## config.mk

```make
export PLATFORM = sky130hd
export DESIGN_NAME = uvd_ctrl
export DESIGN_NICKNAME = d
export VERILOG_FILES = /design/src/include/uvd_pkg.sv /design/src/core/uvd_sync.sv /design/src/core/uvd_qual.sv /design/src/core/uvd_ctrl.sv
export VERILOG_INCLUDE_DIRS = /design/src /design/src/include
export SDC_FILE = /design/constraint.sdc
export NUM_CORES = 1
export LEC_CHECK = 0
export BUFFER_PORTS_ARGS = -buffer_cell sky130_fd_sc_hd__buf_2
export CELL_PAD_IN_SITES_DETAIL_PLACEMENT = 0
export CELL_PAD_IN_SITES_GLOBAL_PLACEMENT = 1
export CORE_MARGIN = 8
export CORE_UTILIZATION = 40
export DETAILED_ROUTE_END_ITERATION = 16
export GPL_TIMING_DRIVEN = 0
export PLACE_DENSITY_LB_ADDON = 0.1
export SYNTH_ARGS = -nofsm -noshare
export SYNTH_HDL_FRONTEND = slang
export SYNTH_HIERARCHICAL = 1
export SYNTH_SLANG_ARGS = --single-unit
```

## constraint.sdc

```tcl
create_clock -name i_clk -period 5.2 [get_ports i_clk]
set_input_delay 0.26 -clock i_clk [delete_from_list [all_inputs] [get_ports i_clk]]
set_output_delay 0.26 -clock i_clk [all_outputs]
set_load 0.005 [all_outputs]
```

## src/include/uvd_regs.svh

```systemverilog
`ifndef UVD_REGS_SVH
`define UVD_REGS_SVH

// ===========================================================================
// Register offsets (byte addresses).
`define UVD_OFS_RSVD 8'h00
`define UVD_OFS_CTRL 8'h04
`define UVD_OFS_EVT_STAT 8'h08
`define UVD_OFS_EVT_CLR 8'h0c
`define UVD_OFS_EVT_ENA 8'h10

// ===========================================================================
// Field positions and reset values.
`define UVD_CTRL_FLAG_BIT 7
`define UVD_CTRL_FIELD_W 7
`define UVD_CTRL_RST 7'h00
`define UVD_EVT_W 3
`define UVD_EVT_RST 3'h0
`define UVD_CODE_FIRST 3'h3

// ===========================================================================
// Bus answers.
`define UVD_RESP_OKAY 2'h0
`define UVD_RESP_SLVERR 2'h2

// ===========================================================================
// Detection interval.
`define UVD_DETECT_TIME_NS 100000
`define UVD_CLK_PERIOD_NS 25
`define UVD_DETECT_CYCLES \
    ((`UVD_DETECT_TIME_NS + `UVD_CLK_PERIOD_NS - 1) / `UVD_CLK_PERIOD_NS)
`define UVD_CNT_W 12

`endif

```

## src/include/uvd_pkg.sv

```systemverilog
`include "uvd_regs.svh"
`default_nettype none

package uvd_pkg;

    typedef struct packed {
        logic rst_allow;
        logic irq_allow;
        logic irq_sel;
        logic [2:0] code;
        logic en;
    } uvd_ctrl_t;

    typedef struct packed {
        logic rst;
        logic rise;
        logic fall;
    } uvd_evt_t;

    typedef struct packed {
        logic ena;
        logic clr;
        logic stat;
        logic ctrl;
        logic rsvd;
    } uvd_sel_t;

    typedef enum logic [2:0] {
        DET_OFF = 3'b001,
        DET_HIGH = 3'b010,
        DET_LOW = 3'b100
    } uvd_det_e;

    typedef struct packed {
        logic awvalid;
        logic [7:0] awaddr;
        logic wvalid;
        logic [31:0] wdata;
        logic [3:0] wstrb;
        logic bready;
        logic arvalid;
        logic [7:0] araddr;
        logic rready;
    } uvd_axi_req_t;

    typedef struct packed {
        logic awready;
        logic wready;
        logic bvalid;
        logic [1:0] bresp;
        logic arready;
        logic rvalid;
        logic [31:0] rdata;
        logic [1:0] rresp;
    } uvd_axi_rsp_t;

    typedef struct packed {
        logic meta;
        logic sync;
    } uvd_sync_t;

    typedef struct packed {
        logic [`UVD_CNT_W-1:0] cnt;
        logic level;
    } uvd_qual_t;

    typedef struct packed {
        uvd_ctrl_t ctrl;
        uvd_evt_t status;
        uvd_evt_t evt_en;
        uvd_det_e det;
        logic nmi;
        logic rst_req;
        logic aw_got;
        logic [7:0] awaddr;
        logic w_got;
        logic [31:0] wdata;
        logic [3:0] wstrb;
        logic bvalid;
        logic [1:0] bresp;
        logic rvalid;
        logic [31:0] rdata;
        logic [1:0] rresp;
    } uvd_state_t;

endpackage

`default_nettype wire

```

## src/core/uvd_sync.sv

```systemverilog
`include "uvd_regs.svh"
`default_nettype none

module uvd_sync (
    input wire logic i_clk, // System clock.
    input wire logic i_rst, // Synchronous reset, active high.
    input wire logic i_async, // Level from another timing domain.
    output logic o_sync // Level after two flip-flops.
);
    import uvd_pkg::*;

    uvd_sync_t s_q;
    uvd_sync_t s_d;

    always_comb begin
        s_d.meta = i_async;
        s_d.sync = s_q.meta;
    end

    always_ff @(posedge i_clk) begin
        if (i_rst) begin
            s_q <= '0;
        end else begin
            s_q <= s_d;
        end
    end

    assign o_sync = s_q.sync;
endmodule

`default_nettype wire

```

## src/core/uvd_qual.sv

```systemverilog
`include "uvd_regs.svh"
`default_nettype none

module uvd_qual (
    input wire logic i_clk, // System clock.
    input wire logic i_rst, // Synchronous reset, active high.
    input wire logic i_clr, // Hold the filter idle at low.
    input wire logic i_in, // Synchronised comparator level.
    output logic o_level // Level after the detection interval.
);
    import uvd_pkg::*;

    localparam logic [`UVD_CNT_W-1:0] CNT_LAST =
        `UVD_CNT_W'(`UVD_DETECT_CYCLES - 1);

    uvd_qual_t s_q;
    uvd_qual_t s_d;

    // A new level is taken only after it has stood for the whole interval.
    // Any return to the old level restarts the count, so chatter near the
    // threshold never passes.
    always_comb begin
        s_d = s_q;
        if (i_clr) begin
            s_d = '0;
        end else if (i_in == s_q.level) begin
            s_d.cnt = '0;
        end else if (s_q.cnt == CNT_LAST) begin
            s_d.level = i_in;
            s_d.cnt = '0;
        end else begin
            s_d.cnt = s_q.cnt + `UVD_CNT_W'(1);
        end
    end

    always_ff @(posedge i_clk) begin
        if (i_rst) begin
            s_q <= '0;
        end else begin
            s_q <= s_d;
        end
    end

    assign o_level = s_q.level;
endmodule

`default_nettype wire

```

## src/core/uvd_ctrl.sv

```systemverilog
// The AXI4-Lite slave port is this design's own decision.
`include "uvd_regs.svh"
`default_nettype none

// ===========================================================================
// Functional notes
// - Reset request when allowed, enabled and below.
// - Interrupt only with reset off, interrupt on.
// - Interrupt goes out as a non-maskable request.
// - Crossing select 0: interrupt on falling crossing.
// - Crossing select 1: interrupt on both crossings.
// - Bit 7 reads the live below-threshold flag.
// - Threshold code bits 3..1; codes below 011 reserved.
// - Detection needs valid code and enable bit 0.
// - Control register clears to zero on reset.
// - About 100 us from drop to reset request.
// - Short drops may give no reset request.
// - About 100 us from crossing to interrupt.
// - Repeated chatter near threshold is tolerated.
// - Control at 0x04, 0x00 reserved, upper bits zero.
module uvd_ctrl (
    input wire logic i_clk, // System clock, 40 MHz.
    input wire logic i_rst, // Synchronous reset, active high.
    input wire logic i_cmp_below, // Raw comparator, high when below.
    input wire uvd_pkg::uvd_axi_req_t i_axi, // AXI4-Lite requests.
    output uvd_pkg::uvd_axi_rsp_t o_axi, // AXI4-Lite answers.
    output logic o_detect_en, // Comparator power-up.
    output logic [2:0] o_threshold_code, // Comparator level select.
    output logic o_reset_req, // System reset request, level.
    output logic o_undervoltage_irq, // Non-maskable request pulse.
    output logic o_irq // Maskable event interrupt, level.
);
    import uvd_pkg::*;

    // =======================================================================
    // Decoding helpers.
    function automatic uvd_sel_t f_decode(input logic [7:0] a);
        uvd_sel_t s;
        s = '0;
        s.rsvd = (a == `UVD_OFS_RSVD);
        s.ctrl = (a == `UVD_OFS_CTRL);
        s.stat = (a == `UVD_OFS_EVT_STAT);
        s.clr = (a == `UVD_OFS_EVT_CLR);
        s.ena = (a == `UVD_OFS_EVT_ENA);
        return s;
    endfunction

    function automatic logic f_code_ok(input logic [2:0] c);
        return c >= `UVD_CODE_FIRST;
    endfunction

    // =======================================================================
    // State.
    uvd_state_t s_q;
    uvd_state_t s_d;

    logic sync_below;
    logic filt_below;
    logic active;
    logic flag;
    logic aw_take;
    logic w_take;
    logic ar_take;
    logic wr_go;
    logic [7:0] wr_addr;
    logic [31:0] wr_data;
    logic [3:0] wr_strb;
    uvd_sel_t wr_sel;
    uvd_sel_t rd_sel;
    uvd_evt_t evt;
    uvd_evt_t clr_bits;

    // =======================================================================
    // Comparator path.
    uvd_sync u_sync (
        .i_clk(i_clk),
        .i_rst(i_rst),
        .i_async(i_cmp_below),
        .o_sync(sync_below)
    );

    uvd_qual u_qual (
        .i_clk(i_clk),
        .i_rst(i_rst),
        .i_clr(!active),
        .i_in(sync_below),
        .o_level(filt_below)
    );

    assign active = s_q.ctrl.en && f_code_ok(s_q.ctrl.code);
    assign flag = active && sync_below;

    // =======================================================================
    // Bus handshakes.
    assign aw_take = i_axi.awvalid && !s_q.aw_got && !s_q.bvalid;
    assign w_take = i_axi.wvalid && !s_q.w_got && !s_q.bvalid;
    assign ar_take = i_axi.arvalid && !s_q.rvalid;
    assign wr_go = (s_q.aw_got || aw_take) && (s_q.w_got || w_take);
    assign wr_addr = s_q.aw_got ? s_q.awaddr : i_axi.awaddr;
    assign wr_data = s_q.w_got ? s_q.wdata : i_axi.wdata;
    assign wr_strb = s_q.w_got ? s_q.wstrb : i_axi.wstrb;
    assign wr_sel = f_decode(wr_addr);
    assign rd_sel = f_decode(i_axi.araddr);

    // =======================================================================
    // Next state.
    always_comb begin
        s_d = s_q;
        s_d.nmi = 1'b0;
        evt = '0;
        clr_bits = '0;

        // Write address and data are taken in either order.
        if (aw_take && !wr_go) begin
            s_d.aw_got = 1'b1;
            s_d.awaddr = i_axi.awaddr;
        end
        if (w_take && !wr_go) begin
            s_d.w_got = 1'b1;
            s_d.wdata = i_axi.wdata;
            s_d.wstrb = i_axi.wstrb;
        end
        if (s_q.bvalid && i_axi.bready) begin
            s_d.bvalid = 1'b0;
        end
        if (wr_go) begin
            s_d.aw_got = 1'b0;
            s_d.w_got = 1'b0;
            s_d.bvalid = 1'b1;
            s_d.bresp = `UVD_RESP_OKAY;
            if (wr_sel == '0) begin
                s_d.bresp = `UVD_RESP_SLVERR;
            end
            if (wr_strb[0]) begin
                if (wr_sel.ctrl) begin
                    s_d.ctrl = wr_data[`UVD_CTRL_FIELD_W-1:0];
                end
                if (wr_sel.ena) begin
                    s_d.evt_en = wr_data[`UVD_EVT_W-1:0];
                end
                if (wr_sel.clr) begin
                    clr_bits = wr_data[`UVD_EVT_W-1:0];
                end
            end
        end

        // Read channel; the clear register reads as zero.
        if (s_q.rvalid && i_axi.rready) begin
            s_d.rvalid = 1'b0;
        end
        if (ar_take) begin
            s_d.rvalid = 1'b1;
            s_d.rresp = `UVD_RESP_OKAY;
            s_d.rdata = '0;
            if (rd_sel.ctrl) begin
                s_d.rdata[`UVD_CTRL_FIELD_W-1:0] = s_q.ctrl;
                s_d.rdata[`UVD_CTRL_FLAG_BIT] = flag;
            end
            if (rd_sel.stat) begin
                s_d.rdata[`UVD_EVT_W-1:0] = s_q.status;
            end
            if (rd_sel.ena) begin
                s_d.rdata[`UVD_EVT_W-1:0] = s_q.evt_en;
            end
            if (rd_sel == '0) begin
                s_d.rresp = `UVD_RESP_SLVERR;
            end
        end

        // Crossing tracker on the filtered level.
        case (s_q.det)
            DET_OFF: begin
                if (active) begin
                    s_d.det = DET_HIGH;
                end
            end
            DET_HIGH: begin
                if (!active) begin
                    s_d.det = DET_OFF;
                end else if (filt_below) begin
                    s_d.det = DET_LOW;
                    evt.fall = 1'b1;
                end
            end
            DET_LOW: begin
                if (!active) begin
                    s_d.det = DET_OFF;
                end else if (!filt_below) begin
                    s_d.det = DET_HIGH;
                    evt.rise = 1'b1;
                end
            end
            default: begin
                s_d.det = DET_OFF;
            end
        endcase

        // Reset takes priority over the interrupt.
        s_d.rst_req = active && s_q.ctrl.rst_allow && filt_below;
        evt.rst = s_d.rst_req && !s_q.rst_req;
        if (!s_q.ctrl.rst_allow && s_q.ctrl.irq_allow) begin
            s_d.nmi = evt.fall
                || (evt.rise && s_q.ctrl.irq_sel);
        end

        // A new event wins over a clear in the same cycle.
        s_d.status = (s_q.status & ~clr_bits) | evt;
    end

    always_ff @(posedge i_clk) begin
        if (i_rst) begin
            s_q <= '0;
            s_q.det <= DET_OFF;
        end else begin
            s_q <= s_d;
        end
    end

    // =======================================================================
    // Outputs.
    always_comb begin
        o_axi.awready = !s_q.aw_got && !s_q.bvalid;
        o_axi.wready = !s_q.w_got && !s_q.bvalid;
        o_axi.bvalid = s_q.bvalid;
        o_axi.bresp = s_q.bresp;
        o_axi.arready = !s_q.rvalid;
        o_axi.rvalid = s_q.rvalid;
        o_axi.rdata = s_q.rdata;
        o_axi.rresp = s_q.rresp;
    end

    assign o_detect_en = s_q.ctrl.en;
    assign o_threshold_code = s_q.ctrl.code;
    assign o_reset_req = s_q.rst_req;
    assign o_undervoltage_irq = s_q.nmi;
    assign o_irq = |(s_q.status & s_q.evt_en);
endmodule

`default_nettype wire

```

## Yosys cells after proc, flatten, opt, wreduce, memory -nomap -nowiden

Index checks and enable logic that the tools add are counted.

- Reductions and logical operators: 44
- Add/sub/neg operators: 1
- Bitwise logic cells: 7
- Equal/unequal tests: 16
- $lt $le $gt $ge: 1
- Mux-type cells: 27

Operator list:

| kind | number |
|---|---|
| $mux 35 | 1 |
| $mux 3 | 11 |
| $eq 8x4->1 const B | 4 |
| $logic_and 1x1->1 | 19 |
| $eq 8x3->1 const B | 2 |
| $eq 8x5->1 const B | 2 |
| $logic_not 8->1 | 2 |
| $mux 8 | 2 |
| $add 12x1->12 const B | 1 |
| $eq 12x12->1 const B | 1 |
| $logic_not 5->1 | 2 |
| $mux 1 | 9 |
| $pmux 3 s3 | 1 |
| $reduce_and 3->1 | 3 |
| $logic_not 1->1 | 7 |
| $mux 7 | 1 |
| $and 3x3->3 | 2 |
| $reduce_or 2->1 | 3 |
| $mux 2 | 2 |
| $reduce_bool 2->1 | 2 |
| $reduce_or 4->1 | 1 |
| $eq 3x1->1 const B | 1 |
| $eq 3x2->1 const B | 1 |
| $eq 3x3->1 const B | 1 |
| 11 further kinds | 15 |

- Output and inout port bits: 48
- Register bits after elaboration: 65
- Bits of input ports: 60
- Logic and storage cells: 124

## Depth between registers and ports, before layout

Gate-level depths: netlist of the first run.

- Word-level depth: 9
- Gate-level depth with buffers: 7
- Gate-level depth less buffers: 6

## Cells and area by module

Netlist of the first run, hierarchy kept.

By module, submodules not included:

| module | instances | area an instance (µm²) | cells an instance |
|---|---|---|---|
| uvd_ctrl | 1 | 2537.4 | 272 |
| uvd_qual | 1 | 604.3 | 65 |
| uvd_sync | 1 | 52.6 | 4 |

## Worst setup path before layout of the first run

OpenSTA, ideal clock, no wires.

- Path type: reg2reg
- From: register s_q[83] (netlist name)
- To: register s_q (netlist bit o_threshold_code[0])
- Path slack: 3.436 ns
- Data arrival time: 1.643 ns
- Library setup time: 0.121 ns
- Clock period less this slack: 1.764 ns
- Stages on the path, launching flop included: 7
- Path through: dfxtp_1 -> buf_6 -> or4_4 -> o22ai_4 -> and4_1 -> buf_6 -> mux2_4

- Word-level cells in the longest chain between the ends: 6
- Elaborated cells between the ends (all ways): 8
- Classes of those cells: eq/ne (1); mux (1); reduce/logical (6)

RTL lines:

| what | line | source |
|---|---|---|
| start: declaration | uvd_ctrl.sv:54 | `uvd_state_t s_q;` |
| parallel branches: the longest is 5 deep, another holds $mux 8 | n/a |  |
| $reduce_and 3->1 (no line) * | n/a |  |

Every way passes the cells marked *.
A chain may end at the register's enable or synchronous reset.

## Worst setup path after layout of the first run

Ends and elaborated chain as after synthesis.

==> results of run 1 <==
-- per-layer routing --
layer / global-route usage [%] / up-vias
li1: - / 1352
met1: 16.7 / 1207
met2: 21.2 / 78
met3: 3.47 / 12
met4: 7.65 / 0
met5: 0 / -
-- power groups by stage --
stage | combinational [W] | sequential, W | clock, W
global placement | 0.000143 | 0.000520 | 0
global route | 0.000160 | 0.000511 | 0.000407
finish | 0.000144 | 0.000509 | 0.000377
CTS | 0.000144 | 0.000509 | 0.000387
floorplan | 0.000104 | 0.000517 | 0
detailed placement | 0.000143 | 0.000520 | 0
-- stage by stage --
| step | power [W] | cells |
|---|---|---|
| after global placement | 0.000663 | 521 |
| after floorplan | 0.000622 | 366 |
| final | 0.00103 | 535 |
| after CTS | 0.00104 | 535 |
| after detailed placement | 0.000663 | 521 |
| after global routing | 0.00108 | 535 |
-- sequential cells by signal (all words and copies together), names as in the netlist --
name	flops
o_axi	12
o_detect_en	1
o_reset_req	1
o_threshold_code	3
o_undervoltage_irq	1
s_q	30
u_qual/o_level	1
u_qual/s_q	12
u_sync/o_sync	1
u_sync/s_d	1
-- worst min path at each step --
stage / startpoint / to / slack (ns) / cells after the start
global placement: u_sync/s_d[0]$_SDFF_PP0_ / u_sync/o_sync$_SDFF_PP0_ / 0.42 / 1
finish: i_axi[0] / o_axi[34]$_SDFFE_PP0P_ / 0.1 / 2
detailed placement: u_sync/s_d[0]$_SDFF_PP0_ / u_sync/o_sync$_SDFF_PP0_ / 0.43 / 1
floorplan: i_rst / u_sync/o_sync$_SDFF_PP0_ / 0.33 / 1
global route: i_axi[0] / o_axi[34]$_SDFFE_PP0P_ / 0.09 / 2
CTS: i_axi[0] / o_axi[34]$_SDFFE_PP0P_ / 0.08 / 2
-- logic make-up after synthesis --
group | Yosys count | synth area share, %
other | 1 | 0.117
and+or+nand+nor | 111 | 19.9
xor gates and xnor gates | 6 | 1.65
AOI/OAI and AO/OA | 62 | 14.5
adders and majority gates | 1 | 0.392
buffers and inverters | 64 | 13.2
DFF | 63 | 39.5
muxes | 33 | 10.7
-- final cells by class --
class | count | area (µm²)
fill | 781 | 3880
multi-input combinational | 239 | 1600
sequential | 63 | 1260
buffer | 57 | 397
timing repair buffer | 53 | 265
clock buffer | 13 | 159
tap | 102 | 128
inverter | 7 | 26.3
clock inverter | 1 | 5.00
-- Yosys cell counts (2+ instances only) --
cell and number:
xnor2_1 3, a221oi_1 2, o21ai_0 9, clkbuf_1 8
or4_1 4, or2_2 3, a31oi_1 2, xor2_1 3
dfxtp_1 63, mux2_2 4, a211oi_1 13, a22o_1 7
buf_2 5, and4_1 2, nand4_1 3, nor3_1 11
a21oi_1 10, o31ai_1 3, mux2i_1 28, or3_1 5
buf_6 3, nand3_1 8, buf_4 41, nor2b_1 8
nand4_2 2, nor2_1 32, nor3b_1 3, a41oi_1 5
nor4_2 2, nand2_1 12, nor4b_1 6, inv_1 7
nand2b_1 3
-- worst reg2reg max path: stages (launching register included) --
cell and delay [ns]:
dfxtp_1 0.38, buf_6 0.16, mux2i_1 0.55, and4_1 0.31, buf_6 0.14, mux2_4 0.30
==> impl_metrics.env, run 1 <==
export IMPL_fp_dieH_um=105
export IMPL_grt_max_degree=11
export IMPL_hp_class="in -> reg"
export IMPL_required_ns=5.43
export IMPL_synthTopCellsByArea="dfxtp_1 39%, buf_4 9.6%, mux2i_1 8.8%"
export IMPL_setup_tns_final_ns=0
export IMPL_peakVddDrop_mv=0.111
export IMPL_yosys_register_bits=63
export IMPL_relSlewSlack_pct=58.5
export IMPL_syn_area_um2=3190
export IMPL_path_max_fanout=10
export IMPL_timing_rr_start="s_q[83]$_SDFFE_PP0P_"
export IMPL_reg2reg_slack_ns=3.27
export IMPL_drtIter0Drc=77
export IMPL_fin_crit_sh_pct=37.2
export IMPL_cts_hold_buf=0
export IMPL_grt_pass1_vias=2552
export IMPL_io_buffers=53
export IMPL_p_int_w=0.000764
export IMPL_cts_tree="done"
export IMPL_yosysTopAreaCellShare_pct=39.5
export IMPL_comb_power_share_pct=14.0
export IMPL_worstPathArrival_ns=2.16
export IMPL_core_um2=7730
export IMPL_crit_top_cell="buf_6"
export IMPL_synth_cell_types=54
export IMPL_numCtsBuffers=9
export IMPL_fin_crit_ns=1.93
export IMPL_final_setup_viol_count=0
export IMPL_fp_dieW_um=105
export IMPL_finalInstanceArea_um2=3840
export IMPL_whs_ns=0.0997
export IMPL_mostFrequentLayoutCells="63 x dfxtp_1, 58 x buf_2, 41 x buf_4, 32 x nor2_1, 28 x mux2i_1"
export IMPL_pin_count=108
export IMPL_setup_slack_ns=3.27
export IMPL_drc=0
export IMPL_grtUsageTotal_pct=13.6
export IMPL_critical_path_top_delay_family="multiplexers"
export IMPL_clockBufferDepth=2
export IMPL_critical_path_startpoint="s_q[83]$_SDFFE_PP0P_"
export IMPL_syn_to_final_growth_pct=20.4
export IMPL_crit_slowest_cell="mux2i_1"
export IMPL_rr_worst_depth=5
export IMPL_route_detailed_vias_per_inst=4.95
export IMPL_insertion_delay_ns=0.34
export IMPL_p_switching_w=0.000266
export IMPL_r2r_end="o_threshold_code[0]$_SDFFE_PP0P_"
export IMPL_cp_endpoint="o_threshold_code[0]$_SDFFE_PP0P_"
export IMPL_p_leak_nw=1.61
export IMPL_seq_power_share_pct=49.5
export IMPL_hpwl_um=5630
export IMPL_nets=491
export IMPL_crit_buf_inv=2
export IMPL_highest_layer="met4"
export IMPL_post_cts_resized=0
export IMPL_htreeDepth=3
export IMPL_fmax_ghz=0.517
export IMPL_dieArea_um2=11100
export IMPL_drt_met1_wl_um=3530
export IMPL_synth_main_ff_cell="dfxtp_1"
export IMPL_wl_um=7440
export IMPL_num_vias=2649
export IMPL_place_ws_ns=3.29
export IMPL_crit_path_start_kind="flip-flop"
export IMPL_synth_edff_count=0
export IMPL_utilization_pct=49.8
export IMPL_yosys_warnings=6
export IMPL_met3_length_um=406
export IMPL_outcome="finished, final reports clean"
export IMPL_ys_seq_area_share_pct=39.5
export IMPL_rsz0062_at_grt="false"
export IMPL_fp_row_count=32
export IMPL_max_stage_delay_ns=0.54
export IMPL_layout_commonest_cell="dfxtp_1"
export IMPL_drv_slew=0
export IMPL_initial_core_util_pct=41.3
export IMPL_path_class="reg -> reg"
export IMPL_yosysTopAreaCell="dfxtp_1"
export IMPL_antenna_diode_count=0
export IMPL_cp_cell_sequence="buf_6 > mux2i_1 > and4_1 > buf_6 > mux2_4"
export IMPL_worstSetupPathDepth=5
export IMPL_drive_gt1_share_pct=30.9
export IMPL_p_sw_share_pct=25.8
export IMPL_clkSlewWorstSetupHoldPaths_ns=0.07
export IMPL_first_pass_iters=4
export IMPL_dpl_instance_area_um2=3680
export IMPL_powerDensity_nw_per_um2=268
export IMPL_ys_async_sr_fraction_pct=0
export IMPL_cts_root_buffer="clkbuf_8"
export IMPL_synthCells=341
export IMPL_clkSinkCount=63
export IMPL_clockPowerShare_pct=36.6
export IMPL_worst_pin_slew_ns=0.605
export IMPL_finalHoldViolations=0
export IMPL_crit_path_end_kind="flip-flop"
export IMPL_maxCapViolations=0
export IMPL_clock_skew_ns=0.00565
export IMPL_postRouteAntennaNets=0
export IMPL_grt_overflow_total=0
export IMPL_antenna_found_initial=0
export IMPL_wl_per_cell_um=13.9
export IMPL_syn_area_per_cell_um2=9.37
export IMPL_cts_setup_buffers=0
export IMPL_place_congestion=0.784
export IMPL_wl_met2_um=3370
export IMPL_grt_pass1_wl_um=12300
No activity file was read; power rests on OpenSTA's default activity.
==> inputs of run 2 (changes only) <==
--- a/config.mk
+++ b/config.mk
@@ -10,7 +10,7 @@
 export CELL_PAD_IN_SITES_DETAIL_PLACEMENT = 0
 export CELL_PAD_IN_SITES_GLOBAL_PLACEMENT = 1
 export CORE_MARGIN = 8
-export CORE_UTILIZATION = 40
+export CORE_UTILIZATION = 37
 export DETAILED_ROUTE_END_ITERATION = 16
 export GPL_TIMING_DRIVEN = 0
 export PLACE_DENSITY_LB_ADDON = 0.1
==> constraint.sdc (replaced) <==
create_clock -name i_clk -period 1.85 [get_ports i_clk]
set_input_delay 0.0925 -clock i_clk [delete_from_list [all_inputs] [get_ports i_clk]]
set_output_delay 0.0925 -clock i_clk [all_outputs]
set_load 0.005 [all_outputs]
==> run 2 against run 1 <==
- wire length increased by 2.0%
- via count decreased by 0.49%
- worst setup slack got worse by 3.2 ns
- hold slack got worse by 0.088 ns
- flip-flop and latch count unchanged
- non-clock buffer count increased by 11
==> impl_metrics.env, run 2 (synthesized netlist as in run 1, its figures left out) <==
export IMPL_initial_core_util_pct=37.4
export IMPL_core_um2=8550
export IMPL_outcome="finished, final reports clean"
export IMPL_largest_reg_flops=30
export IMPL_powerDensity_nw_per_um2=781
export IMPL_comb_power_share_pct=13.7
export IMPL_peakVddDrop_mv=0.507
export IMPL_utilization_pct=47.5
export IMPL_io_buffers=53
export IMPL_clock_skew_ns=0.00932
export IMPL_clkSlewWorstSetupHoldPaths_ns=0.07
export IMPL_path_class="reg -> reg"
export IMPL_cts_tree="done"
export IMPL_largest_register="s_q"
export IMPL_first_pass_iters=4
export IMPL_rr_worst_depth=7
export IMPL_route_detailed_vias_per_inst=4.77
export IMPL_design_power_total_w=0.00317
export IMPL_required_ns=2.08
export IMPL_grt_overflow_total=0
export IMPL_setup_slack_ns=0.0319
export IMPL_crit_path_start_kind="flip-flop"
export IMPL_p_int_w=0.00241
export IMPL_finalHoldViolations=0
export IMPL_fin_crit_ns=1.82
export IMPL_hpwl_um=5690
export IMPL_worst_pin_slew_ns=0.541
export IMPL_seq_power_share_pct=45.3
export IMPL_fp_row_count=34
export IMPL_worstHoldPathCells=3
export IMPL_worstPathArrival_ns=2.05
export IMPL_layout_commonest_cell="dfxtp_1"
export IMPL_wl_um=7590
export IMPL_relSlewSlack_pct=64.0
export IMPL_pin_count=108
export IMPL_grt_pass1_vias=2544
export IMPL_fp_dieW_um=109
export IMPL_cts_root_buffer="clkbuf_8"
export IMPL_grt_pass1_wl_um=12400
export IMPL_fin_crit_sh_pct=98.3
export IMPL_numCtsBuffers=9
export IMPL_nets=502
export IMPL_place_ws_ns=-0.0783
export IMPL_num_vias=2636
export IMPL_finalInstanceArea_um2=4060
export IMPL_p_sw_share_pct=24.0
export IMPL_maxCapViolations=0
export IMPL_htreeDepth=3
export IMPL_dieArea_um2=11900
export IMPL_reg2reg_slack_ns=0.03
export IMPL_setup_tns_final_ns=0
export IMPL_place_congestion=0.751
export IMPL_grtUsageTotal_pct=13.0
export IMPL_dpl_instance_area_um2=3690
export IMPL_rsz0062_at_grt="true"
export IMPL_timing_rr_start="s_q[83]$_SDFFE_PP0P_"
export IMPL_drtIter0Drc=104
export IMPL_hp_class="in -> reg"
export IMPL_grt_max_degree=11
export IMPL_r2r_end="s_q[90]$_SDFFE_PP0P_"
export IMPL_antenna_found_initial=0
export IMPL_drc=0
export IMPL_fp_dieH_um=109
export IMPL_fmax_ghz=0.550
export IMPL_p_leak_nw=1.71
export IMPL_drive_gt1_share_pct=34.8
export IMPL_path_max_fanout=10
export IMPL_insertion_delay_ns=0.34
export IMPL_clkSinkCount=63
export IMPL_clockPowerShare_pct=41.0
export IMPL_final_setup_viol_count=0
export IMPL_p_switching_w=0.000759
export IMPL_hold_end="s_q[48]$_SDFFE_PP0P_"
export IMPL_antenna_diode_count=0
export IMPL_clockBufferDepth=2
export IMPL_postRouteAntennaNets=0
export IMPL_crit_path_end_kind="flip-flop"
export IMPL_drv_slew=0
export IMPL_mostFrequentLayoutCells="62 x dfxtp_1, 56 x buf_2, 51 x buf_4, 32 x nor2_1, 27 x mux2i_1"
export IMPL_syn_to_final_growth_pct=27.1
export IMPL_wl_per_cell_um=13.7
export IMPL_min_from="i_axi[21]"
## run 2: cell types whose count changed in the layout (fill, tap and decap cells not counted), moves of 2 or more
cell	change
a211oi_1	-3
a211oi_2	+3
buf_2	-2
buf_4	+10
bufinv_16	+2
clkbuf_1	-2
dlygate4sd3_1	+3
## run 2: worst max-delay path by stage
| stage | cells after the start | end | startpoint | slack (ns) |
|---|---|---|---|---|
| 2_1_floorplan | 6 | o_threshold_code[0]$_SDFFE_PP0P_ | s_q[83]$_SDFFE_PP0P_ | 0.09 |
| 3_3_place_gp | 5 | u_qual/s_q[3]$_SDFF_PP0_ | u_qual/s_q[1]$_SDFF_PP0_ | -0.07 |
| 3_5_place_dp | 7 | u_qual/s_q[12]$_SDFF_PP0_ | o_threshold_code[1]$_SDFFE_PP0P_ | -0.08 |
| 4_1_cts | 6 | o_threshold_code[0]$_SDFFE_PP0P_ | s_q[83]$_SDFFE_PP0P_ | 0.01 |
| 5_1_grt | 7 | s_q[90]$_SDFFE_PP0P_ | s_q[83]$_SDFFE_PP0P_ | -0.02 |
| 6_report | 7 | s_q[90]$_SDFFE_PP0P_ | s_q[83]$_SDFFE_PP0P_ | 0.03 |
## run 2: timing repair
item                                   CTS  global route
setup endpoints to repair               12            33
buffers inserted                         5             3
gates resized for setup                  5            15
hold buffers                             2             1
pin swaps                                2             3
endpoints found under the hold margin    3             1
## run 2: layer usage
layer | routed length, µm | vias up | global-route usage, % | part of all wire [%]
li1 | - | 1372 | - | -
met1 | 3540 | 1198 | 16.3 | 47
met2 | 3550 | 55 | 20.3 | 47
met3 | 400 | 11 | 4.43 | 5.3
met4 | 106 | 0 | 4.59 | 1.4
met5 | 0 | - | 0 | 0
## run 2: worst max-delay path, stage by stage, from the launching register on
cell	delay, ns
dfxtp_2	0.34
buf_6	0.12
buf_4	0.14
o22a_1	0.24
and3_1	0.17
buf_2	0.18
nand3_1	0.17
mux2_2	0.35
## run 2: area by class of cell
| class | count | area, µm² |
|---|---|---|
| fillers | 870 | 4490 |
| multi-input cells | 239 | 1660 |
| flip-flops and latches | 63 | 1260 |
| plain buffers | 57 | 405 |
| repair buffers | 64 | 355 |
| clock buffers | 11 | 141 |
| well taps | 108 | 135 |
| clock inverters | 4 | 70.1 |
| inverters | 7 | 26.3 |
## run 2: power by group through the flow
| stage | clock (W) | combinational, W | sequential, W |
|---|---|---|---|
| 6_report | 0.00130 | 0.000435 | 0.00143 |
| 5_1_grt | 0.00139 | 0.000483 | 0.00144 |
| 4_1_cts | 0.00133 | 0.000423 | 0.00143 |
| 3_5_place_dp | 0 | 0.000404 | 0.00146 |
| 3_3_place_gp | 0 | 0.000403 | 0.00146 |
| 2_1_floorplan | 0 | 0.000293 | 0.00145 |
## run 2: per-stage QoR
stage | cells | hold slack [ns]
after CTS | 549 | 0.00392
after detailed placement | 527 | 0.287
after global placement | 527 | 0.283
after global routing | 553 | 0.0100
final | 553 | 0.0118
after floorplan | 366 | 0.164
